$ cat config.mk
export PLATFORM = sky130hd
export DESIGN_NAME = scs_clock_select
export DESIGN_NICKNAME = d
export VERILOG_FILES = /design/src/rtl/scs_pkg.sv /design/src/rtl/scs_startup_timer.sv /design/src/rtl/scs_clock_select.sv
export SDC_FILE = /design/constraint.sdc
export NUM_CORES = 1
export LEC_CHECK = 0
export ABC_AREA = 1
export ABC_CLOCK_PERIOD_IN_PS = 2700
export BUFFER_PORTS_ARGS = -buffer_cell sky130_fd_sc_hd__buf_2
export CORE_MARGIN = 1.5
export CORE_UTILIZATION = 52
export DETAILED_ROUTE_END_ITERATION = 10
export PLACE_DENSITY = 0.84
export SYNTH_ARGS = -nofsm -noshare
export SYNTH_HDL_FRONTEND = slang
export SYNTH_SLANG_ARGS = --single-unit
export TNS_END_PERCENT = 30
$ cat constraint.sdc
create_clock -name clk -period 2.7 [get_ports clk]
set_input_delay 0.135 -clock clk [delete_from_list [all_inputs] [get_ports clk]]
set_output_delay 0.135 -clock clk [all_outputs]
set_load 0.005 [all_outputs]
$ cat src/rtl/scs_pkg.sv
// constants and types of the system clock source selector
package scs_pkg;
  // boot configuration word one fields
  localparam int OSC_SEL_LSB = 0;
  localparam int OSC_SEL_MSB = 2;
  localparam int PRI_MODE_LSB = 8;
  localparam int PRI_MODE_MSB = 9;
  localparam int CLK_OUT_BIT = 10;
  // boot configuration word two fields
  localparam int PLL_IDIV_LSB = 0;
  localparam int PLL_MULT_LSB = 4;
  localparam int PLL_ODIV_LSB = 16;
  // oscillator control register fields
  localparam int CTL_ODIV_LSB = 27;
  localparam int CTL_MULT_LSB = 16;
  localparam int CTL_LOCK_BIT = 5;
  localparam int CTL_SEL_LSB = 8;
  // oscillator select codes
  localparam logic [2:0] SEL_FRC_POST = 3'h7;
  localparam logic [2:0] SEL_FRC_DIV16 = 3'h6;
  localparam logic [2:0] SEL_LOW_POWER_RC_OSCILLATOR = 3'h5;
  localparam logic [2:0] SEL_SEC = 3'h4;
  localparam logic [2:0] SEL_PRI_PLL = 3'h3;
  localparam logic [2:0] SEL_PRI = 3'h2;
  localparam logic [2:0] SEL_FRC_PLL = 3'h1;
  localparam logic [2:0] SEL_FRC = 3'h0;
  localparam logic [2:0] SEL_ERASED = 3'h7;
  // primary mode codes
  localparam logic [1:0] PRI_OFF = 2'h3;
  localparam logic [1:0] PRI_HIGH_GAIN = 2'h2;
  localparam logic [1:0] PRI_MED_GAIN = 2'h1;
  localparam logic [1:0] PRI_EXT_CLK = 2'h0;
  // start-up timer, PLL lock timeout, synchroniser depth and erased boot word
  localparam int SUT_WIDTH = 10;
  localparam int SUT_CYCLES = 1024;
  localparam int PLL_LOCK_CYCLES = 2000;
  localparam int SYNC_STAGES = 3;
  localparam logic [31:0] BOOT_ERASED = 32'hffff_ffff;

  typedef struct packed {
    logic [2:0] sel;
    logic [1:0] pri_mode;
  } scs_src_t;

  typedef struct packed {
    logic use_pri;
    logic use_sec;
    logic use_pll;
    logic need_sut;
  } scs_route_t;

  typedef enum logic [1:0] {
    SCS_IDLE,
    SCS_WAIT,
    SCS_COUNT,
    SCS_DONE
  } scs_sut_state_t;
endpackage : scs_pkg

$ cat src/rtl/scs_startup_timer.sv
// oscillator start-up timer counting synchronised oscillator edges
`timescale 1ns/1ps
module scs_startup_timer
  import scs_pkg::*;
#(
  parameter int WIDTH = SUT_WIDTH
) (
  input wire logic clk,
  input wire logic reset_n,
  input wire logic restart,
  input wire logic needed,
  input wire logic level_ok,
  input wire logic osc_edge,
  output logic ready
);
  if (WIDTH < 2) begin : g_bad_width
    $error("scs_startup_timer: WIDTH too small");
  end

  scs_sut_state_t state_reg, state_next;
  logic [WIDTH-1:0] count_reg, count_next;

  always_comb begin
    state_next = state_reg;
    count_next = count_reg;
    if (restart) begin
      state_next = SCS_IDLE;
      count_next = '0;
    end else begin
      unique case (state_reg)
        SCS_IDLE: begin
          if (!needed) state_next = SCS_DONE;
          else state_next = SCS_WAIT;
        end
        SCS_WAIT: begin
          if (level_ok) state_next = SCS_COUNT;
        end
        SCS_COUNT: begin
          if (osc_edge) begin
            count_next = count_reg + 1'b1;
            if (&count_reg) state_next = SCS_DONE;
          end
        end
        SCS_DONE: begin
        end
      endcase
    end
  end

  always_ff @(posedge clk or negedge reset_n) begin
    if (!reset_n) begin
      state_reg <= SCS_IDLE;
      count_reg <= '0;
    end else begin
      state_reg <= state_next;
      count_reg <= count_next;
    end
  end

  assign ready = (state_reg == SCS_DONE);
endmodule : scs_startup_timer

$ cat src/rtl/scs_clock_select.sv
// system clock source selection, start-up gating and pin control
//
// How it works
// - select code picks one of eight sources
// - primary mode picks crystal, resonator or external
// - erased configuration starts fast RC postscaled
// - boot chooses source, software may switch later
// - no scaling beyond configured divider and multiplier
// - crystal modes claim output pin for feedback
// - free output pin gives bus clock or I/O
// - external modes disable feedback, input is clock
// - each primary mode has a PLL variant
// - software sets PLL output divider bits 29:27
// - ten-bit timer counts 1024 oscillator cycles
// - timer waits for valid oscillator levels
// - timer reruns after power-on, brown-out, wake
// - timer applies to crystals and secondary oscillator
// - select bits 2:0, mode bits 9:8
// - lock clears on input change, sets later
// - reset copies PLL defaults into control register
// - PLL input divider comes only from boot
`timescale 1ns/1ps
module scs_clock_select
  import scs_pkg::*;
#(
  parameter int LOCK_CYCLES = PLL_LOCK_CYCLES
) (
  input wire logic clk,
  input wire logic reset_n,
  input wire logic [31:0] boot_config_word_one,
  input wire logic [31:0] boot_config_word_two,
  input wire logic power_on_event,
  input wire logic brown_out_event,
  input wire logic wake_event,
  input wire logic switch_request,
  input wire logic [2:0] switch_select,
  input wire logic odiv_write,
  input wire logic [2:0] odiv_value,
  input wire logic mult_write,
  input wire logic [2:0] mult_value,
  input wire logic pll_locked,
  input wire logic primary_osc_in,
  input wire logic primary_level_ok,
  input wire logic secondary_osc_in,
  input wire logic secondary_level_ok,
  input wire logic peripheral_bus_clock,
  input wire logic gpio_out,
  input wire logic gpio_oe,
  output logic [31:0] oscillator_control_register,
  output scs_src_t active_source,
  output scs_route_t active_route,
  output logic switch_busy,
  output logic feedback_enable,
  output logic osc_out_o,
  output logic osc_out_oe,
  output logic osc_pin_free,
  output logic [2:0] pll_input_divider,
  output logic pll_lock_status
);
  if (LOCK_CYCLES < 1) begin : g_bad_lock
    $error("scs_clock_select: LOCK_CYCLES must be positive");
  end

  localparam int LW = $clog2(LOCK_CYCLES + 1);
  localparam int NUM_ASYNC = 5;

  // three-stage synchronisers for every input from outside the clock domain
  logic [NUM_ASYNC-1:0] async_in, async_level, async_rise;
  assign async_in = {pll_locked, secondary_level_ok, primary_level_ok, secondary_osc_in,
                     primary_osc_in};
  for (genvar g = 0; g < NUM_ASYNC; g++) begin : g_sync
    logic [SYNC_STAGES-1:0] sync_reg, sync_next;
    logic seen_reg, seen_next, agree;
    // a change counts once the last two stages agree
    assign agree = (sync_reg[SYNC_STAGES-2] == sync_reg[SYNC_STAGES-1]);
    always_comb begin
      sync_next = {sync_reg[SYNC_STAGES-2:0], async_in[g]};
      seen_next = agree ? sync_reg[SYNC_STAGES-1] : seen_reg;
    end
    always_ff @(posedge clk or negedge reset_n) begin
      if (!reset_n) begin
        sync_reg <= '0;
        seen_reg <= 1'b0;
      end else begin
        sync_reg <= sync_next;
        seen_reg <= seen_next;
      end
    end
    assign async_level[g] = seen_reg;
    assign async_rise[g] = agree && sync_reg[SYNC_STAGES-1] && !seen_reg;
  end
  logic pri_rise, sec_rise, pri_level_ok, sec_level_ok, locked_sync;
  assign pri_rise = async_rise[0];
  assign sec_rise = async_rise[1];
  assign pri_level_ok = async_level[2];
  assign sec_level_ok = async_level[3];
  assign locked_sync = async_level[4];

  // boot fields
  scs_src_t boot_src;
  always_comb begin
    boot_src.sel = boot_config_word_one[OSC_SEL_MSB:OSC_SEL_LSB];
    boot_src.pri_mode = boot_config_word_one[PRI_MODE_MSB:PRI_MODE_LSB];
  end
  assign pll_input_divider = boot_config_word_two[PLL_IDIV_LSB +: 3];

  function automatic scs_route_t route_of(input scs_src_t s);
    scs_route_t r;
    r = '0;
    unique case (s.sel)
      SEL_PRI_PLL: begin
        r.use_pri = 1'b1;
        r.use_pll = 1'b1;
      end
      SEL_PRI: r.use_pri = 1'b1;
      SEL_SEC: r.use_sec = 1'b1;
      SEL_FRC_PLL: r.use_pll = 1'b1;
      SEL_FRC_POST, SEL_FRC_DIV16, SEL_LOW_POWER_RC_OSCILLATOR, SEL_FRC: r = '0;
    endcase
    r.need_sut = r.use_sec || (r.use_pri && (s.pri_mode == PRI_HIGH_GAIN
                 || s.pri_mode == PRI_MED_GAIN));
    return r;
  endfunction

  // source state: active and pending
  scs_src_t active_reg, active_next, pend_reg, pend_next;
  logic pend_valid_reg, pend_valid_next, boot_load_reg, boot_load_next;
  logic [2:0] odiv_reg, odiv_next, mult_reg, mult_next;
  logic restart;
  logic sut_ready;
  scs_route_t pend_route;

  assign restart = power_on_event || brown_out_event || wake_event || boot_load_reg;
  assign pend_route = route_of(pend_valid_reg ? pend_reg : active_reg);

  always_comb begin
    active_next = active_reg;
    pend_next = pend_reg;
    pend_valid_next = pend_valid_reg;
    boot_load_next = 1'b0;
    odiv_next = odiv_reg;
    mult_next = mult_reg;
    if (boot_load_reg) begin
      active_next = boot_src;
      odiv_next = boot_config_word_two[PLL_ODIV_LSB +: 3];
      mult_next = boot_config_word_two[PLL_MULT_LSB +: 3];
      pend_valid_next = 1'b0;
    end else begin
      if (switch_request) begin
        pend_next.sel = switch_select;
        pend_next.pri_mode = boot_src.pri_mode;
        pend_valid_next = 1'b1;
      end else if (pend_valid_reg && sut_ready) begin
        active_next = pend_reg;
        pend_valid_next = 1'b0;
      end
      if (odiv_write) odiv_next = odiv_value;
      if (mult_write) mult_next = mult_value;
    end
  end

  always_ff @(posedge clk or negedge reset_n) begin
    if (!reset_n) begin
      active_reg <= '{sel: SEL_ERASED, pri_mode: PRI_OFF};
      pend_reg <= '{sel: SEL_ERASED, pri_mode: PRI_OFF};
      pend_valid_reg <= 1'b0;
      boot_load_reg <= 1'b1;
      odiv_reg <= '0;
      mult_reg <= '0;
    end else begin
      active_reg <= active_next;
      pend_reg <= pend_next;
      pend_valid_reg <= pend_valid_next;
      boot_load_reg <= boot_load_next;
      odiv_reg <= odiv_next;
      mult_reg <= mult_next;
    end
  end

  // start-up timer for the source being brought up
  logic sut_restart;
  assign sut_restart = restart || switch_request;
  scs_startup_timer #(
    .WIDTH(SUT_WIDTH)
  ) u_timer (
    .clk(clk),
    .reset_n(reset_n),
    .restart(sut_restart),
    .needed(pend_route.need_sut),
    .level_ok(pend_route.use_sec ? sec_level_ok : pri_level_ok),
    .osc_edge(pend_route.use_sec ? sec_rise : pri_rise),
    .ready(sut_ready)
  );

  // PLL lock status
  logic lock_reg, lock_next;
  logic [LW-1:0] lock_cnt_reg, lock_cnt_next;
  logic pll_in_change;
  assign pll_in_change = restart || (pend_valid_reg && sut_ready && pend_route.use_pll
                         && (pend_reg != active_reg));
  always_comb begin
    lock_next = lock_reg;
    lock_cnt_next = lock_cnt_reg;
    if (pll_in_change) begin
      lock_next = 1'b0;
      lock_cnt_next = '0;
    end else if (!lock_reg) begin
      if (locked_sync || lock_cnt_reg == LW'(LOCK_CYCLES - 1)) lock_next = 1'b1;
      else lock_cnt_next = lock_cnt_reg + 1'b1;
    end
  end
  always_ff @(posedge clk or negedge reset_n) begin
    if (!reset_n) begin
      lock_reg <= 1'b0;
      lock_cnt_reg <= '0;
    end else begin
      lock_reg <= lock_next;
      lock_cnt_reg <= lock_cnt_next;
    end
  end

  // pin control and outputs
  scs_route_t act_route;
  logic crystal;
  assign act_route = route_of(active_reg);
  assign crystal = act_route.use_pri && (active_reg.pri_mode == PRI_HIGH_GAIN
                   || active_reg.pri_mode == PRI_MED_GAIN);
  assign feedback_enable = crystal;
  assign osc_pin_free = !crystal;
  always_comb begin
    osc_out_o = 1'b0;
    osc_out_oe = 1'b0;
    if (!crystal) begin
      if (boot_config_word_one[CLK_OUT_BIT]) begin
        osc_out_o = peripheral_bus_clock;
        osc_out_oe = 1'b1;
      end else begin
        osc_out_o = gpio_out;
        osc_out_oe = gpio_oe;
      end
    end
  end

  assign active_source = active_reg;
  assign active_route = act_route;
  assign switch_busy = pend_valid_reg;
  assign pll_lock_status = lock_reg;
  always_comb begin
    oscillator_control_register = '0;
    oscillator_control_register[CTL_ODIV_LSB +: 3] = odiv_reg;
    oscillator_control_register[CTL_MULT_LSB +: 3] = mult_reg;
    oscillator_control_register[CTL_SEL_LSB +: 3] = active_reg.sel;
    oscillator_control_register[CTL_LOCK_BIT] = lock_reg;
  end
endmodule : scs_clock_select

==> impl_results.md <==
* Status: finished, final reports clean
* Die span in x at 82.1 microns
* Setup TNS at 0 ns
* Flip-flop count of the largest register after layout at 15
* Synth top area share at 39.2%
* Number of remaining DRC errors at 0
* Comb power frac at 12.7%
* Final core utilization at 63.4%
* Max transition margin at 24.8%
* Worst Setup End Kind: flop
* Switch share at 24.6%
* Total global routing overflow at 0
* First-pass GRT wire length at 10200 microns
* Post-layout nets at 545
* 1st-iter DRT viols at 113
* CTS tree: built
* Non-filler cells in the finished layout at 527
* Post-Place Cell Area at 0.00352 sq mm
* Final WS setup at 0.808 ns
* CP Buf/Inv Count at 0
* Top cell type by total area after synthesis: dfrtp_1
* Post-Syn Area at 0.00325 sq mm
* Pwr Density at 578 mW/mm^2
* Design Area, Final at 0.00380 sq mm
* Postcts setup bufs at 0
* CP Max Fanout at 11
* Leak pwr at 1.89 nW
* Syn_area_per_cell at 8.63 sq um
* Clock Root Buffer: clkbuf_8
* NetSw at 0.540 mW
* # fillers at 527
* Vias per cell at 4.98
* Pin count of the biggest net entering global routing at 47
* YS warnings at 0
* WP depth at 5
* Buffers on Ports at 61
* Initial core utilization at 54.3%
* Critical path's slowest cell: o21ai_0
* Overall power at 2.20 mW
* Hold Slack at 0.0113 ns
* Die area at 0.00674 sq mm
* Post-Syn Instances at 377
* Die extent in y at 82.1 microns
* Drt pass-1 iters at 4
* Min-Delay Path Class: in -> reg
* VDD IR max at 447 uV
* WHS Path Cells at 3
* Yosys cell types at 34
* TritonCTS Sinks at 62
* Worst skew pair latency at 0.34 ns
* Placer Congestion at 0.873
* Vias in the first global route at 2472
* Critical path class: reg -> reg
* Area grow syn2layout at 16.7%
* Total CTS buffers at 9
* Critical path arrival at 2.16 ns
* CP peak stage delay at 0.87 ns
* Placement Setup Slack at 0.820 ns
* Placed cell count at 505
* Post-synthesis sequential area ratio at 48.1%
* Slew Viols, Final at 0
* Share of cells above drive strength 1 at 25.7%
* WL per Instance at 11.5 microns
* Fin. Hold Viols at 0
* Worst-Margin Slew at 1.12 ns
* Cell breakdown of the critical path: ha_1 -> nand2_1 -> o21ai_0 -> nor2_1 -> a31oi_1
* CP required at 2.97 ns
* Global Route Usage Sum at 20.3%
* Worst r2r path cells at 5
* IO Pins at 139
* Largest delay contributor family on the critical path: compound AO/OA/AOI/OAI gates
* Clk pwr share at 40.0%
* Internal at 1.66 mW
* Final WL at 6070 microns
* Skew final at 0.00700 ns
* Rows at 28
* RSZ-0062 raised after global routing: false
* H-tree depth at 3
* Initial antenna violation count at 0
* # setup viols final at 0
* Clk slew on worst S/H paths at 0.07 ns
* Seq pwr share at 47.3%
* Vias at 2626
* Final ANT Viol Nets at 0
* Yosys reg bits at 62
* Tmin final at 1.89 ns
* Fmax at 529 MHz
* Core box area at 0.00599 sq mm
* CTS Buffer Depth at 2
* Crit share post-route at 70.1%
* Crit start category: flop
* MaxCap Viol Count at 0
* # resized after CTS at 0
* ANT cells at 0
* Hold Buf Count CTS at 6
* HPWL after DPL at 4450 microns
* Area contributors post-synth: dfrtp_1 39%, dfstp_2 8.9%, nand2_1 8.4%, buf_4 6.7%, inv_1 4.5%
==> power by group through the flow <==
stage	clock network (mW)	logic [mW]	registers (mW)
6_report	0.879	0.278	1.04
3_5_place_dp	0	0.273	1.06
3_3_place_gp	0	0.264	1.05
2_1_floorplan	0	0.197	1.05
5_1_grt	0.938	0.324	1.05
4_1_cts	0.897	0.282	1.04
==> worst register-to-register path: cells and delay by family (launching register included) <==
kind	cells	cell delay, ns
compound gates	2	1.06
flops	1	0.43
simple gates	2	0.16
fa+ha+maj	1	0.18
==> cell usage after synthesis <==
| library cell | n |
|---|---|
| nand2_2 | 6 |
| conb_1 | 1 |
| nor3_1 | 2 |
| buf_4 | 29 |
| xnor2_1 | 4 |
| nand4_2 | 1 |
| nor2_1 | 36 |
| dfrtp_1 | 51 |
| nand3_4 | 2 |
| o21ai_0 | 12 |
| and3_1 | 1 |
| buf_2 | 2 |
| nor2_8 | 1 |
| or2_2 | 3 |
| o21ai_1 | 13 |
| mux2_2 | 2 |
| maj3_1 | 3 |
| nand2_1 | 73 |
| a31oi_1 | 2 |
| nand4_1 | 8 |
| inv_1 | 39 |
| inv_2 | 6 |
| clkbuf_1 | 2 |
| ha_1 | 9 |
| xor2_1 | 2 |
| nor3_2 | 1 |
| o211a_1 | 1 |
| nand3_1 | 27 |
| a21oi_1 | 22 |
| o21ai_2 | 1 |
| a21oi_4 | 1 |
| dfstp_2 | 11 |
| nand2_4 | 2 |
| nor2_4 | 1 |
==> logic make-up (layout without fill, tap and decap cells) <==
family                   count (synthesis)  after routing  synth area share [%]
XOR/XNOR                                 6              6                  1.62
flip-flops                              62             62                  48.1
AO/OA/AOI/OAI                           52             52                  8.70
adder cells (fa/ha/maj)                 12             12                  4.39
multiplexers                             2              2                 0.693
buffers and inverters                   78            131                  12.4
other                                    1             23                 0.115
AND/OR/NAND/NOR                        164            164                  23.9
==> final timing paths <==
kind	startpoint	slack [ns]	to
worst max register to register	u_timer.state_reg[0]$_DFFE_PN0P_	0.81	active_source[4]$_DFFE_PN1P_
worst min-delay path	boot_config_word_two[6]	0.01	mult_reg[2]$_DFFE_PN0P_
min in group asynchronous	reset_n	0.50	u_timer.count_reg[7]$_DFFE_PN0P_
worst min register to register	g_sync[0].sync_reg[0]$_DFF_PN0_	0.35	g_sync[0].sync_reg[1]$_DFF_PN0_
max in group asynchronous	reset_n	1.44	lock_cnt_reg[4]$_DFFE_PN0P_
worst max-delay path	u_timer.state_reg[0]$_DFFE_PN0P_	0.81	active_source[4]$_DFFE_PN1P_
==> cell usage in the layout (no fill, tap or decap), drive strengths merged <==
master / instances
dfrtp: 51
conb: 23
maj3: 3
a21oi: 23
dlygate4sd3: 6
xor2: 2
bufinv: 2
dfstp: 11
and3: 1
nor2: 38
mux2: 2
clkinv: 2
buf: 64
clkbuf: 12
inv: 45
o21ai: 26
o211a: 1
or2: 3
nand2: 81
ha: 9
nor3: 3
nand3: 29
xnor2: 4
nand4: 9
a31oi: 2
==> layer usage <==
layer | GRT usage (%) | wire [microns] | vias to the layer above
li1 | - | - | 1308
met1 | 23.1 | 2570 | 1215
met2 | 35.2 | 2980 | 88
met3 | 5.11 | 364 | 15
met4 | 10.0 | 157 | 0
met5 | 0 | 0 | -
==> layout make-up <==
| class | count | area, sq um | area share [%] |
|---|---|---|---|
| Clock inverter | 4 | 70.1 | 1.85 |
| Multi-Input combinational cell | 259 | 1370 | 36.0 |
| Inverter | 45 | 169 | 4.45 |
| Tap cell | 75 | 93.8 | 2.47 |
| Sequential cell | 62 | 1570 | 41.2 |
| Clock buffer | 12 | 145 | 3.82 |
| Timing Repair Buffer | 70 | 388 | 10.2 |
Note: power is estimated with default switching activity, not from simulation.
